### config.mk
export PLATFORM = sky130hd
export DESIGN_NAME = aeb_top
export DESIGN_NICKNAME = d
export VERILOG_FILES = /design/src/rtl/aeb_pkg.sv /design/src/rtl/aeb_tim_if.sv /design/src/rtl/aeb_top.sv /design/src/rtl/aeb_cycle_calc.sv
export SDC_FILE = /design/constraint.sdc
export NUM_CORES = 1
export LEC_CHECK = 0
export ABC_AREA = 1
export BUFFER_PORTS_ARGS = -buffer_cell sky130_fd_sc_hd__buf_4
export CORE_MARGIN = 2
export CORE_UTILIZATION = 55
export DETAILED_ROUTE_END_ITERATION = 8
export PLACE_DENSITY = 0.79
export SYNTH_ARGS = -nofsm -noshare
export SYNTH_HDL_FRONTEND = slang
export SYNTH_SLANG_ARGS = --single-unit
### constraint.sdc
create_clock -name SYS_CLK -period 15.65 [get_ports SYS_CLK]
set_clock_uncertainty 0.2 [all_clocks]
set_input_delay 3.13 -clock SYS_CLK [delete_from_list [all_inputs] [get_ports SYS_CLK]]
set_output_delay 3.13 -clock SYS_CLK [all_outputs]
set_load 0.01 [all_outputs]
### src/rtl/aeb_pkg.sv
// constants, field layout and state codes of the external bus sequencer
package aeb_pkg;
  // register block placement and word offsets
  localparam logic [31:0] BASE_ADDR = 32'h4005_C000;
  localparam logic [11:0] OFS_MODE = 12'h000;
  localparam logic [11:0] OFS_AREA0 = 12'h010;
  localparam logic [11:0] OFS_AREA1 = 12'h014;
  localparam logic [11:0] OFS_TIM0 = 12'h040;
  localparam logic [11:0] OFS_TIM1 = 12'h044;
  localparam logic [11:0] OFS_STAT = 12'hFF0;
  // bus mode control fields
  localparam int MODE_SEL_BIT = 0;
  localparam int MODE_EXT_LSB = 1;
  localparam logic [31:0] MODE_RST = 32'h0000_0000;
  localparam logic [31:0] MODE_MASK = 32'h0000_0007;
  // area and start fields
  localparam int AREA_SIZE_LSB = 0;
  localparam int AREA_START_LSB = 16;
  localparam logic [31:0] AREA_RST = 32'h0000_0000;
  localparam logic [31:0] AREA_MASK = 32'hFFFF_00FF;
  localparam logic [7:0] SIZE_MAX = 8'h08;
  // chip-select timing fields
  localparam int TIM_WAIT_LSB = 0;
  localparam int TIM_RDS_LSB = 16;
  localparam int TIM_WRS_LSB = 18;
  localparam int TIM_LAT_LSB = 20;
  localparam int TIM_RDR_LSB = 24;
  localparam int TIM_WRR_LSB = 27;
  localparam int TIM_CSR_LSB = 30;
  localparam logic [31:0] TIM_RST = 32'h4911_0000;
  localparam logic [31:0] TIM_MASK = 32'hFF3F_001F;
  // external window: address bits 31:25
  localparam logic [6:0] EXT_WIN_TAG = 7'h30;
  localparam int WIN_TAG_LSB = 25;
  // cycle figures that are fixed by the bus structure
  localparam logic [7:0] SEP_ADDR_CYC = 8'h01;
  localparam logic [7:0] HOLD_CYC = 8'h01;
  typedef enum logic [2:0] {
    ST_IDLE = 3'b000,
    ST_ADDR = 3'b001,
    ST_SETUP = 3'b010,
    ST_STROBE = 3'b011,
    ST_HOLD = 3'b100,
    ST_RECOV = 3'b101
  } aeb_state_t;
endpackage

### src/rtl/aeb_tim_if.sv
// carrier between the sequencer and its cycle-count calculator
`timescale 1ns/1ps
interface aeb_tim_if;
  logic [31:0] tim_word;
  logic [1:0] ext_code;
  logic is_write;
  logic [7:0] lat_cnt;
  logic [7:0] setup_cnt;
  logic [7:0] wait_cnt;
  logic [7:0] rec_cnt;
  modport seq (output tim_word, output ext_code, output is_write,
    input lat_cnt, input setup_cnt, input wait_cnt, input rec_cnt);
  modport calc (input tim_word, input ext_code, input is_write,
    output lat_cnt, output setup_cnt, output wait_cnt, output rec_cnt);
endinterface

### src/rtl/aeb_top.sv
// external bus sequencer for asynchronous memories, with apb registers
//
// Contract
// separate mode bare cycle is three clocks
// all phases counted in system clocks
// separate internal access: pins hold, strobes idle
// multiplexed mode bare cycle is four clocks; the code takes three with a one-clock latch phase
// multiplexed internal access: no latch pulse, idle
// strobe extended by zero to 15 wait clocks
// read/write recovery: none, one-six, eight clocks
// select recovery: none, one, two, four clocks
// setup before strobe up to four clocks
// latch phase 1, 2 or 4 clocks
// default strobe two clocks after address
// register block decoded at fixed offsets
// software uses word accesses only
// software avoids reserved offsets
// mode bits 31:3 read zero
// extension scales counts by one, two, four
// mode bit 0 multiplexed, 1 separate
// overlapping windows: channel zero wins
// window start and size compare upper bits
// setup, strobe plus wait, then recoveries
// matched channel gives timing and select
//
// Register access over APB was decided locally.
`timescale 1ns/1ps
module aeb_top (
  input wire logic SYS_CLK,
  input wire logic RST,
  input wire logic PSEL,
  input wire logic PENABLE,
  input wire logic PWRITE,
  input wire logic [31:0] PADDR,
  input wire logic [31:0] PWDATA,
  output logic [31:0] PRDATA,
  output logic PREADY,
  output logic PSLVERR,
  input wire logic REQ_VALID,
  input wire logic REQ_WRITE,
  input wire logic [31:0] REQ_ADDR,
  input wire logic [15:0] REQ_WDATA,
  output logic REQ_DONE,
  output logic [15:0] REQ_RDATA,
  output logic [23:0] EXT_ADDR,
  output logic [15:0] EXT_DATA_OUT,
  output logic EXT_DATA_OE,
  input wire logic [15:0] EXT_DATA_IN,
  output logic EXT_RD_N,
  output logic EXT_WR_N,
  output logic EXT_CHIP_SELECT_ZERO_N,
  output logic EXT_CHIP_SELECT_ONE_N,
  output logic EXT_ALE
);
  typedef struct packed {
    logic [2:0] mode;
    logic [1:0][31:0] area;
    logic [1:0][31:0] tim;
    aeb_pkg::aeb_state_t state;
    logic [7:0] cnt;
    logic ch;
    logic wr;
    logic mux;
    logic [1:0] ext;
    logic [15:0] wdata;
    logic done;
    logic [15:0] rdata;
    logic [23:0] addr;
    logic [15:0] dout;
    logic oe;
    logic rd_n;
    logic wr_n;
    logic [1:0] cs_n;
    logic ale;
    logic [1:0] last_cs;
    logic [31:0] prdata;
    logic pready;
    logic pslverr;
  } aeb_regs_t;

  aeb_regs_t s_reg;
  aeb_regs_t s_next;
  aeb_tim_if tif ();

  aeb_cycle_calc u_calc (
    .t(tif.calc)
  );

  // window hit: top size-code bits of a[23:16] must equal the start field
  function automatic logic aeb_hit(input logic [31:0] area, input logic [31:0] adr);
    logic [7:0] size;
    logic [7:0] mask;
    size = area[aeb_pkg::AREA_SIZE_LSB +: 8];
    mask = ~(8'hFF >> size[3:0]);
    return (size <= aeb_pkg::SIZE_MAX) &&
      ((adr[23:16] & mask) == (area[aeb_pkg::AREA_START_LSB +: 8] & mask));
  endfunction

  logic in_win;
  logic hit0;
  logic hit1;
  logic dec_ch;
  logic start_ext;
  logic start_int;
  logic apb_hit;
  logic [31:0] rd_word;
  logic rd_ok;

  // address decode of the incoming request
  always_comb
  begin
    in_win = (REQ_ADDR[aeb_pkg::WIN_TAG_LSB +: 7] == aeb_pkg::EXT_WIN_TAG);
    hit0 = in_win && aeb_hit(s_reg.area[0], REQ_ADDR);
    hit1 = in_win && aeb_hit(s_reg.area[1], REQ_ADDR);
    dec_ch = !hit0 && hit1;
    start_ext = (s_reg.state == aeb_pkg::ST_IDLE) && REQ_VALID && !s_reg.done &&
      (hit0 || hit1);
    // unmatched addresses complete with the pins untouched
    start_int = (s_reg.state == aeb_pkg::ST_IDLE) && REQ_VALID && !s_reg.done &&
      !(hit0 || hit1);
  end

  // timing word of the matched channel; channel, direction and extension frozen once the cycle runs
  always_comb
  begin
    tif.tim_word = (s_reg.state == aeb_pkg::ST_IDLE) ? s_reg.tim[dec_ch]
                                                     : s_reg.tim[s_reg.ch];
    tif.ext_code = (s_reg.state == aeb_pkg::ST_IDLE) ?
      s_reg.mode[aeb_pkg::MODE_EXT_LSB +: 2] : s_reg.ext;
    tif.is_write = (s_reg.state == aeb_pkg::ST_IDLE) ? REQ_WRITE : s_reg.wr;
  end

  // apb read mux; unmapped offsets answer with an error
  always_comb
  begin
    apb_hit = (PADDR[31:12] == aeb_pkg::BASE_ADDR[31:12]) && (PADDR[1:0] == 2'b00);
    rd_ok = apb_hit;
    rd_word = 32'h0000_0000;
    unique case (PADDR[11:0])
      aeb_pkg::OFS_MODE: rd_word = {29'h0000_0000, s_reg.mode};
      aeb_pkg::OFS_AREA0: rd_word = s_reg.area[0];
      aeb_pkg::OFS_AREA1: rd_word = s_reg.area[1];
      aeb_pkg::OFS_TIM0: rd_word = s_reg.tim[0];
      aeb_pkg::OFS_TIM1: rd_word = s_reg.tim[1];
      aeb_pkg::OFS_STAT: rd_word = {28'h000_0000, s_reg.last_cs, 1'b0,
        (s_reg.state != aeb_pkg::ST_IDLE)};
      default: rd_ok = 1'b0;
    endcase
  end

  always_comb
  begin
    s_next = s_reg;
    s_next.done = 1'b0;
    // apb: one wait cycle, write lands on the edge that sees pready high
    s_next.pready = PSEL && PENABLE && !s_reg.pready;
    if (PSEL && PENABLE && !s_reg.pready)
    begin
      s_next.prdata = PWRITE ? 32'h0000_0000 : rd_word;
      s_next.pslverr = !rd_ok;
    end
    if (PSEL && PENABLE && s_reg.pready && PWRITE && rd_ok)
    begin
      unique case (PADDR[11:0])
        aeb_pkg::OFS_MODE: s_next.mode = PWDATA[2:0] & aeb_pkg::MODE_MASK[2:0];
        aeb_pkg::OFS_AREA0: s_next.area[0] = PWDATA & aeb_pkg::AREA_MASK;
        aeb_pkg::OFS_AREA1: s_next.area[1] = PWDATA & aeb_pkg::AREA_MASK;
        aeb_pkg::OFS_TIM0: s_next.tim[0] = PWDATA & aeb_pkg::TIM_MASK;
        aeb_pkg::OFS_TIM1: s_next.tim[1] = PWDATA & aeb_pkg::TIM_MASK;
        default: s_next.mode = s_reg.mode;
      endcase
    end

    // bus sequencer, counted in system clocks throughout
    unique case (s_reg.state)
      aeb_pkg::ST_IDLE:
      begin
        if (start_int)
          s_next.done = 1'b1;
        if (start_ext)
        begin
          s_next.ch = dec_ch;
          s_next.wr = REQ_WRITE;
          // mode is sampled per access so a stray change cannot tear a cycle
          s_next.mux = !s_reg.mode[aeb_pkg::MODE_SEL_BIT];
          s_next.ext = s_reg.mode[aeb_pkg::MODE_EXT_LSB +: 2];
          s_next.addr = REQ_ADDR[23:0];
          s_next.wdata = REQ_WDATA;
          s_next.state = aeb_pkg::ST_ADDR;
          // latch phase in multiplexed mode, one address clock otherwise
          s_next.cnt = s_reg.mode[aeb_pkg::MODE_SEL_BIT] ?
            aeb_pkg::SEP_ADDR_CYC - 8'h01 : tif.lat_cnt - 8'h01;
        end
      end
      aeb_pkg::ST_ADDR:
      begin
        if (s_reg.cnt != 8'h00)
          s_next.cnt = s_reg.cnt - 8'h01;
        else if (tif.setup_cnt != 8'h00)
        begin
          s_next.state = aeb_pkg::ST_SETUP;
          s_next.cnt = tif.setup_cnt - 8'h01;
        end
        else
        begin
          s_next.state = aeb_pkg::ST_STROBE;
          s_next.cnt = tif.wait_cnt;
        end
      end
      aeb_pkg::ST_SETUP:
      begin
        if (s_reg.cnt != 8'h00)
          s_next.cnt = s_reg.cnt - 8'h01;
        else
        begin
          s_next.state = aeb_pkg::ST_STROBE;
          s_next.cnt = tif.wait_cnt;
        end
      end
      aeb_pkg::ST_STROBE:
      begin
        if (s_reg.cnt != 8'h00)
          s_next.cnt = s_reg.cnt - 8'h01;
        else
        begin
          // sample read data on the last strobe clock
          if (!s_reg.wr)
            s_next.rdata = EXT_DATA_IN;
          s_next.state = aeb_pkg::ST_HOLD;
          s_next.cnt = aeb_pkg::HOLD_CYC - 8'h01;
        end
      end
      aeb_pkg::ST_HOLD:
      begin
        s_next.done = 1'b1;
        if (tif.rec_cnt != 8'h00)
        begin
          s_next.state = aeb_pkg::ST_RECOV;
          s_next.cnt = tif.rec_cnt - 8'h01;
        end
        else
          s_next.state = aeb_pkg::ST_IDLE;
      end
      aeb_pkg::ST_RECOV:
      begin
        if (s_reg.cnt != 8'h00)
          s_next.cnt = s_reg.cnt - 8'h01;
        else
          s_next.state = aeb_pkg::ST_IDLE;
      end
      default: s_next.state = aeb_pkg::ST_IDLE;
    endcase

    // pin levels follow the next state so they leave flops directly
    s_next.ale = s_next.mux && (s_next.state == aeb_pkg::ST_ADDR);
    s_next.rd_n = !((s_next.state == aeb_pkg::ST_STROBE) && !s_next.wr);
    s_next.wr_n = !((s_next.state == aeb_pkg::ST_STROBE) && s_next.wr);
    s_next.cs_n = 2'b11;
    if ((s_next.state != aeb_pkg::ST_IDLE) && (s_next.state != aeb_pkg::ST_RECOV))
      s_next.cs_n[s_next.ch] = 1'b0;
    if (s_next.state != aeb_pkg::ST_IDLE)
      s_next.last_cs = ~s_next.cs_n;
    // shared lines carry the address during the latch phase
    if (s_next.mux && (s_next.state == aeb_pkg::ST_ADDR))
    begin
      s_next.oe = 1'b1;
      s_next.dout = s_next.addr[15:0];
    end
    else
    begin
      s_next.oe = s_next.wr && ((s_next.state == aeb_pkg::ST_SETUP) ||
        (s_next.state == aeb_pkg::ST_STROBE) || (s_next.state == aeb_pkg::ST_HOLD) ||
        (!s_next.mux && (s_next.state == aeb_pkg::ST_ADDR)));
      s_next.dout = s_next.wdata;
    end
    // data floats whenever no external cycle drives it
    if (s_next.state == aeb_pkg::ST_IDLE || s_next.state == aeb_pkg::ST_RECOV)
      s_next.oe = 1'b0;
  end

  // single state register; the address is held across internal accesses
  always_ff @(posedge SYS_CLK)
  begin
    if (RST)
    begin
      s_reg <= '0;
      s_reg.mode <= aeb_pkg::MODE_RST[2:0];
      s_reg.area <= {aeb_pkg::AREA_RST, aeb_pkg::AREA_RST};
      s_reg.tim <= {aeb_pkg::TIM_RST, aeb_pkg::TIM_RST};
      s_reg.state <= aeb_pkg::ST_IDLE;
      s_reg.rd_n <= 1'b1;
      s_reg.wr_n <= 1'b1;
      s_reg.cs_n <= 2'b11;
    end
    else
      s_reg <= s_next;
  end

  assign PRDATA = s_reg.prdata;
  assign PREADY = s_reg.pready;
  assign PSLVERR = s_reg.pslverr;
  assign REQ_DONE = s_reg.done;
  assign REQ_RDATA = s_reg.rdata;
  assign EXT_ADDR = s_reg.addr;
  assign EXT_DATA_OUT = s_reg.dout;
  assign EXT_DATA_OE = s_reg.oe;
  assign EXT_RD_N = s_reg.rd_n;
  assign EXT_WR_N = s_reg.wr_n;
  assign EXT_CHIP_SELECT_ZERO_N = s_reg.cs_n[0];
  assign EXT_CHIP_SELECT_ONE_N = s_reg.cs_n[1];
  assign EXT_ALE = s_reg.ale;
endmodule

### src/rtl/aeb_cycle_calc.sv
// turns a channel timing word and the extension code into cycle counts
`timescale 1ns/1ps
module aeb_cycle_calc (
  aeb_tim_if.calc t
);
  // scale by 1, 2 or 4; the prohibited code falls back to no scaling
  function automatic logic [7:0] aeb_scale(input logic [7:0] v, input logic [1:0] e);
    logic [7:0] r;
    r = v;
    if (e == 2'b01)
      r = {v[6:0], 1'b0};
    else if (e == 2'b10)
      r = {v[5:0], 2'b00};
    return r;
  endfunction

  // two-bit code to 0, 1, 2 or 4
  function automatic logic [7:0] aeb_quad(input logic [1:0] c);
    logic [7:0] r;
    r = (c == 2'b11) ? 8'h04 : {6'h00, c};
    return r;
  endfunction

  logic [2:0] rec_code;
  logic [7:0] rw_rec;
  logic [1:0] lat_code;

  always_comb
  begin
    rec_code = t.is_write ? t.tim_word[aeb_pkg::TIM_WRR_LSB +: 3]
                          : t.tim_word[aeb_pkg::TIM_RDR_LSB +: 3];
    rw_rec = (rec_code == 3'b111) ? 8'h08 : {5'h00, rec_code};
    lat_code = t.tim_word[aeb_pkg::TIM_LAT_LSB +: 2];
    // latch phase 1, 2 or 4; code 11 read as 4
    t.lat_cnt = aeb_scale((lat_code == 2'b00) ? 8'h01 :
                          (lat_code == 2'b01) ? 8'h02 : 8'h04, t.ext_code);
    t.setup_cnt = aeb_scale(aeb_quad(t.is_write ? t.tim_word[aeb_pkg::TIM_WRS_LSB +: 2]
                                                : t.tim_word[aeb_pkg::TIM_RDS_LSB +: 2]),
                            t.ext_code);
    t.wait_cnt = aeb_scale({4'h0, t.tim_word[aeb_pkg::TIM_WAIT_LSB +: 4]}, t.ext_code);
    // largest sum is 8 x 4 + 4 x 4, so the cut to eight bits loses nothing
    t.rec_cnt = 8'(aeb_scale(rw_rec, t.ext_code) +
                aeb_scale(aeb_quad(t.tim_word[aeb_pkg::TIM_CSR_LSB +: 2]), t.ext_code));
  end
endmodule

==> summary.txt <==
Clock network
  – CTS Buf Count: 23
  – CTS Sinks: 212
  – Worst skew pair latency: 0.52 ns
  – Clock slew at the register clock pins of the worst setup and hold paths: approximately 0.06 ns
  – Root Driver: clkbuf_16
  – Hold-fix buffers, CTS: 0
  – Clock Path Buffers: 3
  – CTS tree: built
  – # Post-CTS Setup Buffers: 0
  – CTS HTree Levels: 1
  – Gates resized, CTS repair: 0

Placement
  – Post-DP HPWL: 23.6 mm
  – DP Area: 0.0129 sq mm
  – Placed cells: 2069
  – Place WS: 7.29 ns
  – IO buf count: 214
  – GPL Wtd Cong: 0.942

Worst setup path
  – Crit path max fanout: 18
  – Critical Path RT: 15.91 ns
  – Most Frequent Cell on Critical Path: nand2_1
  – Worst EP arrival: 8.29 ns
  – Critical Path Source Type: input port
  – Reg2Reg Capture Point: EXT_DATA_OUT[4]
  – R2R setup slack: 9.65 ns
  – Worst setup EP type: flop
  – R2r startpoint: s_reg[128]
  – Slowest CP cell: and3_1
  – Critical path type: input port to flop
  – Worst path max stage delay: ~0.74 ns
  – R2R depth: 27

Floorplanning
  – Die Y: 150 um
  – Area of the core: 0.0210 sq mm
  – Starting Density: 56.1%
  – Die footprint: 0.0226 sq mm
  – Die X: 150 um
  – I/O Pins: 232
  – Row cnt: 53

Synthesis
  – Largest family of logic cells by synthesized area: simple AND/OR/NAND/NOR gates
  – Synth Area in XOR/XNOR: 0.966%
  – Seq/Total Area, Yosys: 36.0%
  – Post-Synth Simple-Gate Area: 25.9%
  – Async S/R FF share, synth: 0%
  – Yosys Warn Count: 0
  – Avg Synthesized Cell Area: between 6 and 7 sq um
  – Synth Cell Area: 0.0118 sq mm
  – EDFF count, synth: 0
  – Mux share of post-synthesis cell area: 1.36%
  – Synth unique cells: 53
  – Synth Area in Adders: about 1.4%
  – Ys flop type: dfxtp_1
  – Yosys reg bits: 212
  – Gate Count Post-Synth: ~1.7k
  – Post-synthesis compound-gate area fraction: 18.7%

Cells and area
  – Share of layout cells above drive strength 1: 18.2%
  – Area Overhead vs Synth: 15.8%
  – Max reg flops: 123
  – Ant diodes: 0
  – Fillers: between 1.5k and 2k
  – Final nets: 1967
  – Non-Filler Instances: 2109
  – Post-route design area: 0.0136 sq mm

Timing
  – # setup viols final: 0
  – Pins Over Slew Limit: 0
  – Worst Slack Setup Final: 7.62 ns
  – Slew @ Worst Pin: 1.24 ns
  – Final Hold Vio Count: 0
  – RSZ-0062 raised after global routing: no
  – Tcrit/Tclk final: between 50% and 60%
  – Peak Freq: between 0.1 and 0.15 GHz
  – Post-route setup TNS: 0 ns
  – Slew HR: 17.4%
  – Tmin final: roughly 8.0 ns

Route
  – Routed wire length: 33.1 mm
  – Top sig layer: met4
  – Mean routed wirelength per cell: roughly 16 um
  – Via density: 5.42
  – Initial DRC count: 935
  – Met3 WL: 2.72 mm
  – Vias: roughly 11k
  – Initial DRT Pass Iterations: 5
  – Post-DRT Antenna Nets: 0
  – Met2 WL: 15.0 mm
  – Metal1 wirelength: 14.5 mm
  – DR DRC count: 0

Global route
  – GRT Residual Overflow: 0
  – Initial antenna violation count: 0
  – First-pass GRT wire length: around 52 mm
  – Total GRT Usage: between 20 and 30%
  – Vias in the first global route: approximately 10k
  – Largest net degree at the start of global routing: 108

Pwr
  – PwrDens: between 90 and 100 mW/mm^2
  – Worst VDD drop: between 0.00006 and 0.00007 V
  – Power consumption: 0.00132 W
  – Pleak: roughly 6.3 nW

Worst hold path
  – Hold Crit Start: PRDATA[31]
  – WHS Endpoint: PRDATA[31]
  – Hold path depth: 2
  – Hold Path Class: flop to flop

Flow run
  – Max Cap Violations: 0

Status
  – Status: finished, final reports clean
-- cells in the mapped netlist, types with 5 or more instances --
| cell type | n | share of area [%] |
|---|---|---|
| buf_6 | 6 | 0.57 |
| buf_4 | 88 | 5.6 |
| nand3_2 | 10 | 0.85 |
| nand2_2 | 23 | 1.2 |
| a31oi_1 | 9 | 0.48 |
| o22ai_1 | 35 | 1.9 |
| inv_2 | 15 | 0.48 |
| nand2_1 | 309 | 9.8 |
| clkbuf_1 | 58 | 1.8 |
| o211ai_1 | 10 | 0.64 |
| nand4_1 | 11 | 0.58 |
| nand3_1 | 70 | 3.0 |
| nor2_1 | 247 | 7.9 |
| xnor2_1 | 5 | 0.37 |
| o21ai_0 | 118 | 5.0 |
| inv_1 | 210 | 6.7 |
| mux2i_1 | 16 | 1.4 |
| a211oi_1 | 61 | 3.9 |
| a21oi_1 | 104 | 4.4 |
| dfxtp_1 | 212 | 36 |
| o21a_1 | 17 | 1.1 |
| nor2_2 | 11 | 0.58 |
| ha_1 | 12 | 1.3 |
| xor2_1 | 8 | 0.59 |
-- layer usage --
metal / vias to the layer above / GRT usage [%]
met5: - / 0
met4: 0 / 8.25
met3: 57 / 4.55
met2: 468 / 45.5
met1: 5223 / 39.5
li1: 5685 / -
-- final cells by class --
type | instances | area, sq um | area share [%]
multi-input combinational | 1130 | 5740 | 42.1
sequential | 212 | 4240 | 31.1
timing repair buffer | 224 | 1680 | 12.3
inverter | 228 | 856 | 6.27
clock buffer | 31 | 656 | 4.80
tap | 275 | 344 | 2.52
clock inverter | 9 | 126 | 0.926
-- worst max-delay path: cells and delay by family --
family / cells / cell delay (ns)
buf+inv: 5 / 0.37
fa+ha+maj: 1 / 0.29
simple gates: 25 / 3.87
compound gates: 5 / 0.61
-- logic make-up (layout without fill, tap and decap cells) --
group	Yosys count	after routing
multiplexers	16	16
flip-flops	212	212
AND/OR/NAND/NOR	706	706
adder cells (fa/ha/maj)	13	13
buffers and inverters	388	492
AO/OA/AOI/OAI	374	374
XOR/XNOR	13	13
other	1	8
-- report_power, final --
group          switching [W]  internal [W]
clock network       0.000224      0.000342
logic               0.000131     0.0000767
registers         0.00000172      0.000542
-- per-stage QoR --
step / util [%] / hold slack (ns)
2_1_floorplan: - / 0.234
3_3_place_gp: 61.2 / 0.246
3_5_place_dp: 61.2 / 0.255
4_1_cts: 64.9 / 0.266
5_1_grt: 64.9 / 0.282
6_report: 64.9 / 0.265
-- worst max-delay path by stage --
| stage | end | slack [ns] | from | depth (start not counted) |
|---|---|---|---|---|
| 2_1_floorplan | EXT_DATA_OUT[10] | 8.54 | REQ_ADDR[28] | 33 |
| 3_3_place_gp | EXT_DATA_OUT[4] | 7.37 | REQ_ADDR[26] | 36 |
| 3_5_place_dp | EXT_DATA_OUT[4] | 7.29 | REQ_ADDR[28] | 36 |
| 4_1_cts | EXT_DATA_OUT[4] | 7.74 | REQ_ADDR[28] | 36 |
| 5_1_grt | EXT_DATA_OUT[4] | 7.07 | REQ_ADDR[26] | 35 |
| 6_report | EXT_DATA_OUT[4] | 7.62 | REQ_ADDR[28] | 36 |
-- placed cells by master, fill, tap and decap left out, types with 23 or more instances in the layout --
master	netlist	final
inv_1	210	210
clkbuf_16	0	23
o22ai_1	35	35
nand2_2	23	23
dfxtp_1	212	212
a211oi_1	61	61
a21oi_1	104	104
nand2_1	309	309
buf_4	88	224
nand3_1	70	69
nor2_1	247	247
o21ai_0	118	118
No activity file was read; power rests on OpenSTA's default activity.
